`src/e1sa_pkg.sv`:
```
// shared constants and carriers for the e1 spare/international bit access block
package e1sa_pkg;

  // register offsets on the 9-bit framer register port
  localparam logic [8:0] E1SA_ADDR_RX_ALIGN = 9'h064;
  localparam logic [8:0] E1SA_ADDR_RX_NONALIGN = 9'h065;
  localparam logic [8:0] E1SA_ADDR_RX_MF_BASE = 9'h066;
  localparam logic [8:0] E1SA_ADDR_SPARE_NOW = 9'h06E;
  localparam logic [8:0] E1SA_ADDR_SA6_CODE = 9'h06F;
  localparam logic [8:0] E1SA_ADDR_RLS_TWO = 9'h091;
  localparam logic [8:0] E1SA_ADDR_RLS_SEVEN = 9'h096;
  localparam logic [8:0] E1SA_ADDR_RIM_SEVEN = 9'h0A6;
  localparam logic [8:0] E1SA_ADDR_MON_SEL = 9'h0E8;
  localparam logic [8:0] E1SA_ADDR_TX_SRC = 9'h114;
  localparam logic [8:0] E1SA_ADDR_TX_MF_BASE = 9'h166;
  localparam logic [8:0] E1SA_ADDR_TLS_ONE = 9'h190;

  // multiframe register bank: si align, si nonalign, remote alarm, sa4..sa8
  localparam int E1SA_MF_REGS = 8;
  localparam int E1SA_MF_SI_ALIGN = 0;
  localparam int E1SA_MF_SI_NONALIGN = 1;
  localparam int E1SA_MF_ALARM = 2;
  localparam int E1SA_MF_SA4 = 3;

  // status bit positions
  localparam int E1SA_RECEIVE_LATCHED_STATUS_TWO_ALIGN_BIT = 0;
  localparam int E1SA_RECEIVE_LATCHED_STATUS_TWO_MF_BIT = 1;
  localparam int E1SA_RECEIVE_LATCHED_STATUS_SEVEN_SA_CHG_BIT = 0;
  localparam int E1SA_RECEIVE_LATCHED_STATUS_SEVEN_SA6_CHG_BIT = 3;
  localparam int E1SA_TRANSMIT_LATCHED_STATUS_ONE_MF_BIT = 3;

  // ts0 bit layout, bit 7 goes first on the line
  localparam int E1SA_TS0_SI_BIT = 7;
  localparam int E1SA_TS0_ALARM_BIT = 5;
  localparam int E1SA_TS0_SA6_BIT = 2;
  localparam int E1SA_SA_FIELD_W = 5;

  // frame numbers within the crc-4 multiframe
  localparam logic [3:0] E1SA_LAST_FRAME = 4'hF;
  localparam logic [3:0] E1SA_SMF_LAST_FRAME = 4'h7;
  localparam logic [1:0] E1SA_SA6_STABLE_SMF = 2'h3;

  // register reset values
  localparam logic [7:0] E1SA_RESET_BYTE = 8'h00;
  localparam logic [3:0] E1SA_SA6_RESET = 4'h0;

  // host service windows, in microseconds (host side obligations)
  localparam int E1SA_DF_READ_US = 250;
  localparam int E1SA_MF_SERVICE_US = 2000;

  // one received timeslot-0 byte with its frame number
  typedef struct packed {
    logic valid;
    logic [3:0] frame;
    logic [7:0] data;
  } e1sa_ts0_s;

  // transmit request for one frame's timeslot-0 overhead
  typedef struct packed {
    logic valid;
    logic [3:0] frame;
  } e1sa_tx_req_s;

  // overhead bits to insert plus per-bit insert enables
  typedef struct packed {
    logic valid;
    logic [7:0] data;
    logic [7:0] enable;
  } e1sa_tx_ins_s;

endpackage

```
`src/e1sa_latch_reg.sv`:
```
// latched status byte with write-one-to-clear and set-over-clear priority
`timescale 1ns/1ps
`default_nettype none
module e1sa_latch_reg #(
  parameter int WIDTH = 8
) (
  // clock and reset
  input wire logic core_clk,
  input wire logic rst_n,
  // hardware events and host clear
  input wire logic [WIDTH-1:0] set_in,
  input wire logic clr_wr,
  input wire logic [WIDTH-1:0] clr_data,
  // latched value
  output logic [WIDTH-1:0] flags
);
  logic [WIDTH-1:0] flags_reg;
  logic [WIDTH-1:0] flags_next;

  // an event in the clearing cycle survives the clear
  always_comb
  begin
    flags_next = flags_reg;
    if (clr_wr)
    begin
      flags_next = flags_next & ~clr_data;
    end
    flags_next = flags_next | set_in;
  end

  always_ff @(posedge core_clk or negedge rst_n)
  begin
    if (!rst_n)
    begin
      flags_reg <= '0;
    end
    else
    begin
      flags_reg <= flags_next;
    end
  end

  assign flags = flags_reg;
endmodule
`default_nettype wire

```
`src/e1sa_spare_access.sv`:
```
// e1 spare and international overhead bit access with host register port
`timescale 1ns/1ps
`default_nettype none
module e1sa_spare_access (
  // clock and reset
  input wire logic core_clk,
  input wire logic rst_n,
  // host register port
  input wire logic [8:0] host_addr,
  input wire logic host_wr,
  input wire logic host_rd,
  input wire logic [7:0] host_wdata,
  output logic [7:0] host_rdata,
  // receive framer side
  input wire e1sa_pkg::e1sa_ts0_s rx_ts0,
  // transmit framer side
  input wire e1sa_pkg::e1sa_tx_req_s tx_req,
  output e1sa_pkg::e1sa_tx_ins_s tx_ins,
  // interrupt
  output logic interrupt_out_n
);
  import e1sa_pkg::*;

  logic rx_align;
  logic rx_nonalign;
  logic rx_mf_end;
  logic rx_smf_end;
  assign rx_align = rx_ts0.valid && !rx_ts0.frame[0];
  assign rx_nonalign = rx_ts0.valid && rx_ts0.frame[0];
  assign rx_mf_end = rx_ts0.valid && (rx_ts0.frame == E1SA_LAST_FRAME);
  assign rx_smf_end = rx_ts0.valid && (rx_ts0.frame[2:0] == E1SA_SMF_LAST_FRAME[2:0]);

  // host writable control: transmit bank, source control, monitor select, mask
  logic [7:0] tx_mf_reg [E1SA_MF_REGS];
  logic [7:0] tx_mf_next [E1SA_MF_REGS];
  logic [7:0] tx_src_reg, tx_src_next;
  logic [7:0] mon_sel_reg, mon_sel_next;
  logic [7:0] receive_interrupt_mask_seven_reg, receive_interrupt_mask_seven_next;

  always_comb
  begin
    tx_mf_next = tx_mf_reg;
    tx_src_next = tx_src_reg;
    mon_sel_next = mon_sel_reg;
    receive_interrupt_mask_seven_next = receive_interrupt_mask_seven_reg;
    if (host_wr)
    begin
      for (int i = 0; i < E1SA_MF_REGS; i++)
      begin
        if (host_addr == E1SA_ADDR_TX_MF_BASE + 9'(i))
        begin
          tx_mf_next[i] = host_wdata;
        end
      end
      if (host_addr == E1SA_ADDR_TX_SRC)
      begin
        tx_src_next = host_wdata;
      end
      if (host_addr == E1SA_ADDR_MON_SEL)
      begin
        mon_sel_next = host_wdata;
      end
      if (host_addr == E1SA_ADDR_RIM_SEVEN)
      begin
        receive_interrupt_mask_seven_next = host_wdata;
      end
    end
  end

  always_ff @(posedge core_clk or negedge rst_n)
  begin
    if (!rst_n)
    begin
      for (int i = 0; i < E1SA_MF_REGS; i++)
      begin
        tx_mf_reg[i] <= E1SA_RESET_BYTE;
      end
      tx_src_reg <= E1SA_RESET_BYTE;
      mon_sel_reg <= E1SA_RESET_BYTE;
      receive_interrupt_mask_seven_reg <= E1SA_RESET_BYTE;
    end
    else
    begin
      tx_mf_reg <= tx_mf_next;
      tx_src_reg <= tx_src_next;
      mon_sel_reg <= mon_sel_next;
      receive_interrupt_mask_seven_reg <= receive_interrupt_mask_seven_next;
    end
  end

  // receive capture: double frame, multiframe bank and its shadow
  logic [7:0] rx_align_frame_reg, rx_align_frame_next;
  logic [7:0] rx_nonalign_frame_reg, rx_nonalign_frame_next;
  logic [7:0] rx_nonalign_frame_capture, rx_nonalign_capture_next;
  logic [7:0] rx_mf_reg [E1SA_MF_REGS];
  logic [7:0] rx_mf_next [E1SA_MF_REGS];
  logic [7:0] rx_shadow_reg [E1SA_MF_REGS];
  logic [7:0] rx_shadow_next [E1SA_MF_REGS];
  logic [2:0] rx_slot;
  assign rx_slot = 3'(7 - int'(rx_ts0.frame[3:1]));

  always_comb
  begin
    rx_align_frame_next = rx_align_frame_reg;
    rx_nonalign_frame_next = rx_nonalign_frame_reg;
    rx_nonalign_capture_next = rx_nonalign_frame_capture;
    rx_shadow_next = rx_shadow_reg;
    rx_mf_next = rx_mf_reg;
    if (rx_align)
    begin
      rx_align_frame_next = rx_ts0.data;
      rx_nonalign_frame_next = rx_nonalign_frame_capture;
      rx_shadow_next[E1SA_MF_SI_ALIGN][rx_slot] = rx_ts0.data[E1SA_TS0_SI_BIT];
    end
    if (rx_nonalign)
    begin
      rx_nonalign_capture_next = rx_ts0.data;
      rx_shadow_next[E1SA_MF_SI_NONALIGN][rx_slot] = rx_ts0.data[E1SA_TS0_SI_BIT];
      rx_shadow_next[E1SA_MF_ALARM][rx_slot] = rx_ts0.data[E1SA_TS0_ALARM_BIT];
      for (int s = 0; s < E1SA_SA_FIELD_W; s++)
      begin
        rx_shadow_next[E1SA_MF_SA4 + s][rx_slot] = rx_ts0.data[E1SA_SA_FIELD_W - 1 - s];
      end
    end
    if (rx_mf_end)
    begin
      rx_mf_next = rx_shadow_next;
    end
  end

  always_ff @(posedge core_clk or negedge rst_n)
  begin
    if (!rst_n)
    begin
      rx_align_frame_reg <= E1SA_RESET_BYTE;
      rx_nonalign_frame_reg <= E1SA_RESET_BYTE;
      rx_nonalign_frame_capture <= E1SA_RESET_BYTE;
      for (int i = 0; i < E1SA_MF_REGS; i++)
      begin
        rx_mf_reg[i] <= E1SA_RESET_BYTE;
        rx_shadow_reg[i] <= E1SA_RESET_BYTE;
      end
    end
    else
    begin
      rx_align_frame_reg <= rx_align_frame_next;
      rx_nonalign_frame_reg <= rx_nonalign_frame_next;
      rx_nonalign_frame_capture <= rx_nonalign_capture_next;
      rx_mf_reg <= rx_mf_next;
      rx_shadow_reg <= rx_shadow_next;
    end
  end

  // sa monitoring and sa6 codeword tracking
  logic [4:0] spare_bits_reg, spare_bits_next;
  logic [3:0] spare_six_codeword, sa6_code_next;
  logic [3:0] sa6_acc_reg, sa6_acc_next;
  logic [3:0] sa6_cand_reg, sa6_cand_next;
  logic [1:0] sa6_run_reg, sa6_run_next;
  logic [3:0] sa6_word;
  logic spare_change_set;
  logic spare_six_change_set;

  always_comb
  begin
    spare_bits_next = spare_bits_reg;
    sa6_acc_next = sa6_acc_reg;
    sa6_cand_next = sa6_cand_reg;
    sa6_run_next = sa6_run_reg;
    sa6_code_next = spare_six_codeword;
    spare_change_set = 1'b0;
    spare_six_change_set = 1'b0;
    sa6_word = {sa6_acc_reg[2:0], rx_ts0.data[E1SA_TS0_SA6_BIT]};
    if (rx_nonalign)
    begin
      spare_bits_next = rx_ts0.data[4:0];
      spare_change_set = |((rx_ts0.data[4:0] ^ spare_bits_reg) & mon_sel_reg[4:0]);
      sa6_acc_next = sa6_word;
    end
    if (rx_smf_end)
    begin
      // a new candidate restarts the run, so one glitch costs three more
      if (sa6_word == sa6_cand_reg)
      begin
        sa6_run_next = (sa6_run_reg == E1SA_SA6_STABLE_SMF) ? sa6_run_reg : sa6_run_reg + 2'h1;
      end
      else
      begin
        sa6_run_next = 2'h1;
      end
      sa6_cand_next = sa6_word;
      if (sa6_run_next == E1SA_SA6_STABLE_SMF && sa6_word != spare_six_codeword)
      begin
        sa6_code_next = sa6_word;
        spare_six_change_set = 1'b1;
      end
    end
  end

  always_ff @(posedge core_clk or negedge rst_n)
  begin
    if (!rst_n)
    begin
      spare_bits_reg <= '0;
      spare_six_codeword <= E1SA_SA6_RESET;
      sa6_acc_reg <= E1SA_SA6_RESET;
      sa6_cand_reg <= E1SA_SA6_RESET;
      sa6_run_reg <= 2'h0;
    end
    else
    begin
      spare_bits_reg <= spare_bits_next;
      spare_six_codeword <= sa6_code_next;
      sa6_acc_reg <= sa6_acc_next;
      sa6_cand_reg <= sa6_cand_next;
      sa6_run_reg <= sa6_run_next;
    end
  end

  // transmit insertion: bank sampled at multiframe start, kept until the next one
  logic [7:0] tx_samp_reg [E1SA_MF_REGS];
  logic [7:0] tx_samp_next [E1SA_MF_REGS];
  logic [7:0] tx_src_samp [E1SA_MF_REGS];
  e1sa_tx_ins_s tx_ins_reg, tx_ins_next;
  logic tx_mf_start;
  logic [2:0] tx_slot;
  assign tx_mf_start = tx_req.valid && (tx_req.frame == 4'h0);
  assign tx_slot = 3'(7 - int'(tx_req.frame[3:1]));

  always_comb
  begin
    tx_samp_next = tx_samp_reg;
    tx_src_samp = tx_mf_start ? tx_mf_reg : tx_samp_reg;
    tx_ins_next = '0;
    if (tx_mf_start)
    begin
      tx_samp_next = tx_mf_reg;
    end
    if (tx_req.valid)
    begin
      tx_ins_next.valid = 1'b1;
      if (!tx_req.frame[0])
      begin
        tx_ins_next.data[E1SA_TS0_SI_BIT] = tx_src_samp[E1SA_MF_SI_ALIGN][tx_slot];
        tx_ins_next.enable[E1SA_TS0_SI_BIT] = tx_src_reg[7];
      end
      else
      begin
        tx_ins_next.data[E1SA_TS0_SI_BIT] = tx_src_samp[E1SA_MF_SI_NONALIGN][tx_slot];
        tx_ins_next.data[E1SA_TS0_ALARM_BIT] = tx_src_samp[E1SA_MF_ALARM][tx_slot];
        for (int s = 0; s < E1SA_SA_FIELD_W; s++)
        begin
          tx_ins_next.data[E1SA_SA_FIELD_W - 1 - s] = tx_src_samp[E1SA_MF_SA4 + s][tx_slot];
        end
        // old bank is reused when the host misses its reload window
        tx_ins_next.enable = {tx_src_reg[6], 1'b0, tx_src_reg[5:0]};
      end
    end
  end

  always_ff @(posedge core_clk or negedge rst_n)
  begin
    if (!rst_n)
    begin
      for (int i = 0; i < E1SA_MF_REGS; i++)
      begin
        tx_samp_reg[i] <= E1SA_RESET_BYTE;
      end
      tx_ins_reg <= '0;
    end
    else
    begin
      tx_samp_reg <= tx_samp_next;
      tx_ins_reg <= tx_ins_next;
    end
  end
  assign tx_ins = tx_ins_reg;

  // latched status registers
  logic [7:0] receive_latched_status_two, receive_latched_status_seven, transmit_latched_status_one;
  logic [7:0] receive_latched_status_two_set, receive_latched_status_seven_set, transmit_latched_status_one_set;
  always_comb
  begin
    receive_latched_status_two_set = '0;
    receive_latched_status_seven_set = '0;
    transmit_latched_status_one_set = '0;
    receive_latched_status_two_set[E1SA_RECEIVE_LATCHED_STATUS_TWO_ALIGN_BIT] = rx_align;
    receive_latched_status_two_set[E1SA_RECEIVE_LATCHED_STATUS_TWO_MF_BIT] = rx_mf_end;
    receive_latched_status_seven_set[E1SA_RECEIVE_LATCHED_STATUS_SEVEN_SA_CHG_BIT] = spare_change_set;
    receive_latched_status_seven_set[E1SA_RECEIVE_LATCHED_STATUS_SEVEN_SA6_CHG_BIT] = spare_six_change_set;
    transmit_latched_status_one_set[E1SA_TRANSMIT_LATCHED_STATUS_ONE_MF_BIT] = tx_mf_start;
  end

  e1sa_latch_reg #(.WIDTH(8)) u_receive_latched_status_two (.core_clk(core_clk), .rst_n(rst_n), .set_in(receive_latched_status_two_set),
    .clr_wr(host_wr && host_addr == E1SA_ADDR_RLS_TWO), .clr_data(host_wdata), .flags(receive_latched_status_two));
  e1sa_latch_reg #(.WIDTH(8)) u_receive_latched_status_seven (.core_clk(core_clk), .rst_n(rst_n), .set_in(receive_latched_status_seven_set),
    .clr_wr(host_wr && host_addr == E1SA_ADDR_RLS_SEVEN), .clr_data(host_wdata), .flags(receive_latched_status_seven));
  e1sa_latch_reg #(.WIDTH(8)) u_transmit_latched_status_one (.core_clk(core_clk), .rst_n(rst_n), .set_in(transmit_latched_status_one_set),
    .clr_wr(host_wr && host_addr == E1SA_ADDR_TLS_ONE), .clr_data(host_wdata), .flags(transmit_latched_status_one));

  // only mask seven exists here; the other status bytes are polled
  assign interrupt_out_n = ~|(receive_latched_status_seven & receive_interrupt_mask_seven_reg);

  // read data, registered one cycle after the read strobe
  logic [7:0] rdata_reg, rdata_next;
  always_comb
  begin
    rdata_next = rdata_reg;
    if (host_rd)
    begin
      rdata_next = E1SA_RESET_BYTE;
      for (int i = 0; i < E1SA_MF_REGS; i++)
      begin
        if (host_addr == E1SA_ADDR_RX_MF_BASE + 9'(i))
        begin
          rdata_next = rx_mf_reg[i];
        end
        if (host_addr == E1SA_ADDR_TX_MF_BASE + 9'(i))
        begin
          rdata_next = tx_mf_reg[i];
        end
      end
      unique case (host_addr)
        E1SA_ADDR_RX_ALIGN: rdata_next = rx_align_frame_reg;
        E1SA_ADDR_RX_NONALIGN: rdata_next = rx_nonalign_frame_reg;
        E1SA_ADDR_SPARE_NOW: rdata_next = {3'h0, spare_bits_reg};
        E1SA_ADDR_SA6_CODE: rdata_next = {4'h0, spare_six_codeword};
        E1SA_ADDR_RLS_TWO: rdata_next = receive_latched_status_two;
        E1SA_ADDR_RLS_SEVEN: rdata_next = receive_latched_status_seven;
        E1SA_ADDR_RIM_SEVEN: rdata_next = receive_interrupt_mask_seven_reg;
        E1SA_ADDR_MON_SEL: rdata_next = mon_sel_reg;
        E1SA_ADDR_TX_SRC: rdata_next = tx_src_reg;
        E1SA_ADDR_TLS_ONE: rdata_next = transmit_latched_status_one;
        default: ;
      endcase
    end
  end

  always_ff @(posedge core_clk or negedge rst_n)
  begin
    if (!rst_n)
    begin
      rdata_reg <= E1SA_RESET_BYTE;
    end
    else
    begin
      rdata_reg <= rdata_next;
    end
  end
  assign host_rdata = rdata_reg;
endmodule
`default_nettype wire

```
`config.mk`:
```
export PLATFORM = sky130hd
export DESIGN_NAME = e1sa_spare_access
export DESIGN_NICKNAME = d
export VERILOG_FILES = /design/src/e1sa_pkg.sv /design/src/e1sa_latch_reg.sv /design/src/e1sa_spare_access.sv
export SDC_FILE = /design/constraint.sdc
export NUM_CORES = 1
export LEC_CHECK = 0
export BUFFER_PORTS_ARGS = -buffer_cell sky130_fd_sc_hd__buf_2
export CORE_MARGIN = 10
export CORE_UTILIZATION = 50
export CTS_BUF_LIST = sky130_fd_sc_hd__clkbuf_4 sky130_fd_sc_hd__clkbuf_8 sky130_fd_sc_hd__clkbuf_16
export DETAILED_ROUTE_END_ITERATION = 12
export PLACE_DENSITY = 0.67
export RECOVER_POWER = 25
export SLEW_MARGIN = 20
export SYNTH_ARGS = -nofsm -noshare
export SYNTH_HDL_FRONTEND = slang
export SYNTH_SLANG_ARGS = --single-unit
```
`constraint.sdc`:
```
create_clock -name core_clk -period 2 [get_ports core_clk]
set_input_delay 0.4 -clock core_clk [delete_from_list [all_inputs] [get_ports core_clk]]
set_output_delay 0.4 -clock core_clk [all_outputs]
set_load 0.05 [all_outputs]
```
==> results of run 1 <==
## timing repair
| action | in CTS | in global routing |
|---|---|---|
| pin swaps | 0 | 0 |
| setup endpoints to repair | 1 | 3 |
| hold buffers | 1 | 0 |
| hold endpoints to repair | 30 | 0 |
| resized for setup | 2 | 4 |
## kinds of logic after synthesis
family,share of synthesized area
compound gates,0.0666
buf+inv,0.0253
mux,0.264
other cells,0.000235
xor+xnor,0.00769
flops,0.559
simple gates,0.0781
## worst paths after layout
path                            depth (start not counted)                                        to  slack [ns]                                                 from
max in group asynchronous                               3                       tx_ins[5]$_DFF_PN0_        0.22                                                rst_n
worst max-delay path                                    3                           interrupt_out_n        0.05  u_receive_latched_status_seven.flags[7]$_DFFE_PN0P_
worst max register to register                          5                 host_rdata[6]$_DFFE_PN0P_        0.08                            rx_mf_reg[54]$_DFFE_PN0P_
worst min register to register                          2                 rx_mf_reg[32]$_DFFE_PN0P_        0.48                            rx_mf_reg[32]$_DFFE_PN0P_
min in group asynchronous                               2               sa6_cand_reg[3]$_DFFE_PN0P_        0.68                                                rst_n
worst min-delay path                                    2  rx_nonalign_frame_capture[6]$_DFFE_PN0P_        0.12                                            rx_ts0[6]
## cell type report
type                    instances  share of cell area
flip-flops and latches        356               0.468
clock inverters                14             0.00756
diodes                          1            0.000131
well taps                     402              0.0264
repair buffers                220              0.0839
inverters                       4            0.000789
multi-input cells             735               0.353
clock buffers                  53              0.0598
## power breakdown
part | switching (µW) | total, µW | internal (µW)
registers | 564 | 8630 | 8070
logic | 990 | 2010 | 1020
clock network | 2870 | 7110 | 4240
total | 4420 | 17700 | 13300
## worst register-to-register path: stages (launching register included)
cell      delay (ns)
dfrtp_1         0.45
mux2_2          0.29
a32o_1          0.25
a221oi_1        0.19
nor4b_1         0.50
o31ai_1         0.11
## through the flow
step / instances / utilization / setup WS (ns) / hold WS (ns)
global placement: 1716 / 0.563 / -0.362 / 0.324
global route: 1784 / 0.603 / 0.00398 / 0.133
floorplan: 1175 / - / -0.218 / 0.104
CTS: 1784 / 0.604 / 0.0202 / 0.105
finish: 1785 / 0.603 / 0.0461 / 0.118
detailed placement: 1716 / 0.563 / -0.422 / 0.322
## metal layers
layer | vias up | wire (µm) | GRT usage
li1 | 4709 | - | -
met2 | 383 | 21300 | 0.367
met3 | 97 | 2790 | 0.0392
met4 | 0 | 1880 | 0.101
met5 | - | 0 | 0
met1 | 5512 | 19500 | 0.316
## cell usage after synthesis, types with 3 or more instances
library cell	instances
a21boi_0	19
a21oi_1	9
a221o_1	3
a221oi_1	6
a222oi_1	3
a22o_1	5
a22oi_1	24
a32o_1	5
a32oi_1	13
and2_1	6
and3_1	14
and4_1	6
buf_1	4
buf_2	26
buf_4	9
buf_6	3
clkbuf_1	38
dfrtp_1	356
inv_1	4
mux2_2	319
mux2i_1	25
mux4_2	16
nand2_1	83
nand2b_1	5
nand3_1	17
nand3b_1	5
nand4_1	8
nor2_1	25
nor2b_1	10
nor3_1	12
nor3_2	4
nor4_1	6
nor4b_1	3
o211ai_1	3
o21ai_0	9
o221ai_1	3
o22ai_1	3
o2bb2ai_1	8
o31ai_1	4
or2_2	3
xnor2_1	5
xor2_1	9
==> results_dict.tcl, run 1 <==
set metrics [dict create \
    status "finished, final reports clean" \
    yosys_warnings 0 \
    final_common_cell "dfrtp_1" \
    track_usage 0.234 \
    netlist_area_um2 15900 \
    netlist_top_cells_area "dfrtp_1 (56%), mux2_2 (23%), mux4_2 (2.3%), nand2_1 (2.0%), mux2i_1 (1.6%)" \
    wirelength_um 45500 \
    grt_max_degree 69 \
    synth_top_area_frac 0.559 \
    tightest_slew_ns 1.25 \
    ioPinCount 65 \
    overflow 0 \
    fin_crit_ns 1.95 \
    regArea_um2 8910 \
    hpwl_um 32900 \
    initial_core_util 0.505 \
    critPathTopFamily "flip-flops" \
    drv_slew 0 \
    final_cell_mix "dfrtp_1 (356), mux2_2 (301), buf_4 (133)" \
    place_area_um2 17800 \
    layout.nets 1394 \
    crit_arrival_ns 1.55 \
    critPathMaxStageDelay_ns 0.41 \
    critPathKind "reg -> out" \
    clk_pin_slew_ns 0.06 \
    synthCells 1174 \
    drc 0 \
    dieArea_um2 39400 \
    yosysTopAreaCell "dfrtp_1" \
    critPathLaunchType "register" \
    finalSetupTns_ns 0 \
    multiInputGateArea_um2 6720 \
    cp.required_ns 1.60 \
    ys_types 72 \
    die_w_um 199 \
    max_cap_violations 0 \
    final_area_um2 19000 \
    insertion_delay_ns 0.54 \
    avgSynthCellArea_um2 13.6 \
    port_buffers 62 \
    cellPowerDensity_nw_per_um2 932 \
    path_buf_inv 1 \
    slowest_stage "dfrtp_1" \
    post_cts_buffers 0 \
    routabilityCongestion 1.01 \
    vdd_ir_drop_max_v 0.000530 \
    synth_edf_count 0 \
    power_uw 17700 \
    cts_tree "built" \
    ys_seq_elements 356 \
    fmax_ghz 0.512 \
    worstPathCellList "a22oi_2 > and4_1 > buf_6" \
    clockBufferDepth 3 \
    num_vias 10700 \
    drive_above_1_share 0.454 \
    num_rows 65 \
    synth-main-ff-cell "dfrtp_1" \
    yosysSeqAreaShare 0.559 \
    first_global_vias 11000 \
    grt_first_pass_wirelength_um 69400 \
    core_area_um2 31600 \
    final_hold_viol_count 0 \
    clock_tree.root_cell "clkbuf_16" \
    antenna_left 0 \
    die_y_um 199 \
    finalSetupViolations 0 \
    hp-class "in -> reg" \
    htree_levels 2 \
    relSlewSlack 0.166 \
    grt_antenna_before_repair 3 \
    drt-initial-drc-count 1065 \
    fin_worst_skew_ns 0.0258 \
    p_leak_uw 0.00901 \
    cts-buffers-inserted 38 \
    synth-async-reset-ratio 1.00 \
    end_kind "primary output" \
    fillCellCount 2513 \
    firstDrtPassIters 5 \
    vias_per_cell 5.99 \
    timing.final.crit_share 0.977 \
    syn2layout_area_growth_pct 19.3 \
    drt-wirelength-per-cell_um 25.5 \
    cts_sinks 356 \
    cp_max_fo 3 \
    rsz0062_at_grt "false" \
]
(Power assumes the default switching activity.)
==> inputs of run 2 (changes only) <==
==> constraint.sdc (replaced) <==
create_clock -name core_clk -period 2 [get_ports core_clk]
set_input_delay 0.4 -clock core_clk [delete_from_list [all_inputs] [get_ports core_clk]]
set_output_delay 0.4 -clock core_clk [all_outputs]
set_load 0.1 [all_outputs]
==> run 2 against run 1 <==
Register-to-register slack barely moved. Power fell by 0.49%. Wire length fell by 0.12%. Sequential share of layout area barely moved. Clock-buffer cell count rose by 2. First-iteration DRC count fell by 27%. Sequential power barely moved. Worst setup slack improved by 0.0019 ns. Global-route usage fell by 0.094 points. Flip-flop and latch count did not move. Critical path depth did not move. Maximum frequency barely moved.
==> results_dict.tcl, run 2 (same netlist as run 1, synthesis figures left out) <==
set metrics [dict create \
    htree_levels 2 \
    relSlewSlack 0.192 \
    fin_worst_skew_ns 0.0180 \
    num_vias 10700 \
    clk_pin_slew_ns 0.06 \
    multiInputGateArea_um2 6720 \
    regArea_um2 8910 \
    dieArea_um2 39400 \
    vias_per_cell 6.03 \
    cts_sinks 356 \
    crit_arrival_ns 1.55 \
    cp.required_ns 1.60 \
    critPathKind "reg -> out" \
    grt_first_pass_wirelength_um 69600 \
    end_kind "primary output" \
    fillCellCount 2524 \
    drv_slew 0 \
    initial_core_util 0.505 \
    final_cell_mix "dfrtp_1 (355), mux2_2 (300), buf_4 (136)" \
    drive_above_1_share 0.454 \
    final_common_cell "dfrtp_1" \
    track_usage 0.233 \
    syn2layout_area_growth_pct 19.3 \
    drc 0 \
    grt_max_degree 69 \
    drt-initial-drc-count 782 \
    final_hold_viol_count 0 \
    port_buffers 62 \
    first_global_vias 11000 \
    fin_crit_ns 1.95 \
    layout.nets 1397 \
    final_area_um2 19000 \
    cts_tree "built" \
    p_leak_uw 0.00901 \
    status "finished, final reports clean" \
    cp_max_fo 3 \
    place_area_um2 17800 \
    cts-buffers-inserted 38 \
    antenna_left 0 \
    firstDrtPassIters 5 \
    grt_antenna_before_repair 0 \
    wirelength_um 45400 \
    core_area_um2 31600 \
    drt-wirelength-per-cell_um 25.5 \
    max_cap_violations 0 \
    clockBufferDepth 3 \
    hp-class "in -> reg" \
    antenna_cells 0 \
    rsz0062_at_grt "false" \
    critPathLaunchType "register" \
    rrSetupSlack_ns 0.07 \
    die_y_um 199 \
    overflow 0 \
    routabilityCongestion 1.01 \
    finish.utilization 0.603 \
    insertion_delay_ns 0.52 \
    timing.final.crit_share 0.976 \
    hpwl_um 33100 \
    num_rows 65 \
    die_w_um 199 \
    fmax_ghz 0.512 \
    finalSetupViolations 0 \
    tightest_slew_ns 1.21 \
    cellPowerDensity_nw_per_um2 928 \
    ioPinCount 65 \
    power_uw 17700 \
    clock_tree.root_cell "clkbuf_16" \
    vdd_ir_drop_max_v 0.000522 \
    holdWs_ns 0.134 \
]
-- run 2: changes by cell type in the layout (fill, tap and decap cells not counted), sizes merged --
cell      delta
buf          +3
clkinvlp     -1
diode        -1
clkinv       -5
clkbuf       +2
inv          -1
-- run 2: area by class of cell --
class / instances / share of cell area
clock buffers: 55 / 0.0603
clock inverters: 7 / 0.00500
inverters: 4 / 0.000789
multi-input cells: 735 / 0.353
flip-flops and latches: 356 / 0.468
well taps: 402 / 0.0264
repair buffers: 223 / 0.0856
-- run 2: final timing paths --
check	from	to	depth (start not counted)
setup / recovery	receive_interrupt_mask_seven_reg[7]$_DFFE_PN0P_	interrupt_out_n	3
hold / removal	rx_ts0[6]	rx_nonalign_frame_capture[6]$_DFFE_PN0P_	2
setup reg to reg	tx_mf_reg[5]$_DFFE_PN0P_	host_rdata[5]$_DFFE_PN0P_	6
hold reg to reg	rx_shadow_reg[58]$_DFF_PN0_	rx_shadow_reg[58]$_DFF_PN0_	1
max in group asynchronous	rst_n	tx_ins[16]$_DFF_PN0_	3
min in group asynchronous	rst_n	sa6_cand_reg[2]$_DFFE_PN0P_	2
-- run 2: power breakdown --
group | switching, µW | internal [µW] | total, µW
registers | 557 | 8070 | 8620
clock network | 2740 | 4220 | 6960
logic | 1050 | 1030 | 2080
total | 4340 | 13300 | 17700
-- run 2: repair_timing --
action,CTS,global route
gates resized for setup,2,3
pin swaps,1,1
endpoints found under the setup margin,1,1
setup buffers,1,2
hold buffers,1,0
endpoints found under the hold margin,30,0
-- run 2: stage by stage --
step                      setup WS (ns)  TNS (ns)  std cells
final                            0.0480         0       1782
after global routing            0.00128         0       1782
after CTS                       0.00767         0       1780
after detailed placement         -0.416    -15.69       1716
after global placement           -0.364    -14.83       1716
after floorplan                  -0.218     -1.31       1175
-- run 2: per-layer routing --
| metal | global-route usage | vias to the layer above | routed length [µm] |
|---|---|---|---|
| li1 | - | 4714 | - |
| met1 | 0.318 | 5583 | 19700 |
| met2 | 0.372 | 349 | 21500 |
| met3 | 0.0301 | 96 | 2430 |
| met4 | 0.0932 | 0 | 1830 |
| met5 | 0 | - | 0 |
-- run 2: critical path: stages, from the launching register on --
cell     delay [ns]
dfrtp_1        0.41
a22oi_2        0.22
and4_4         0.25
buf_12         0.17
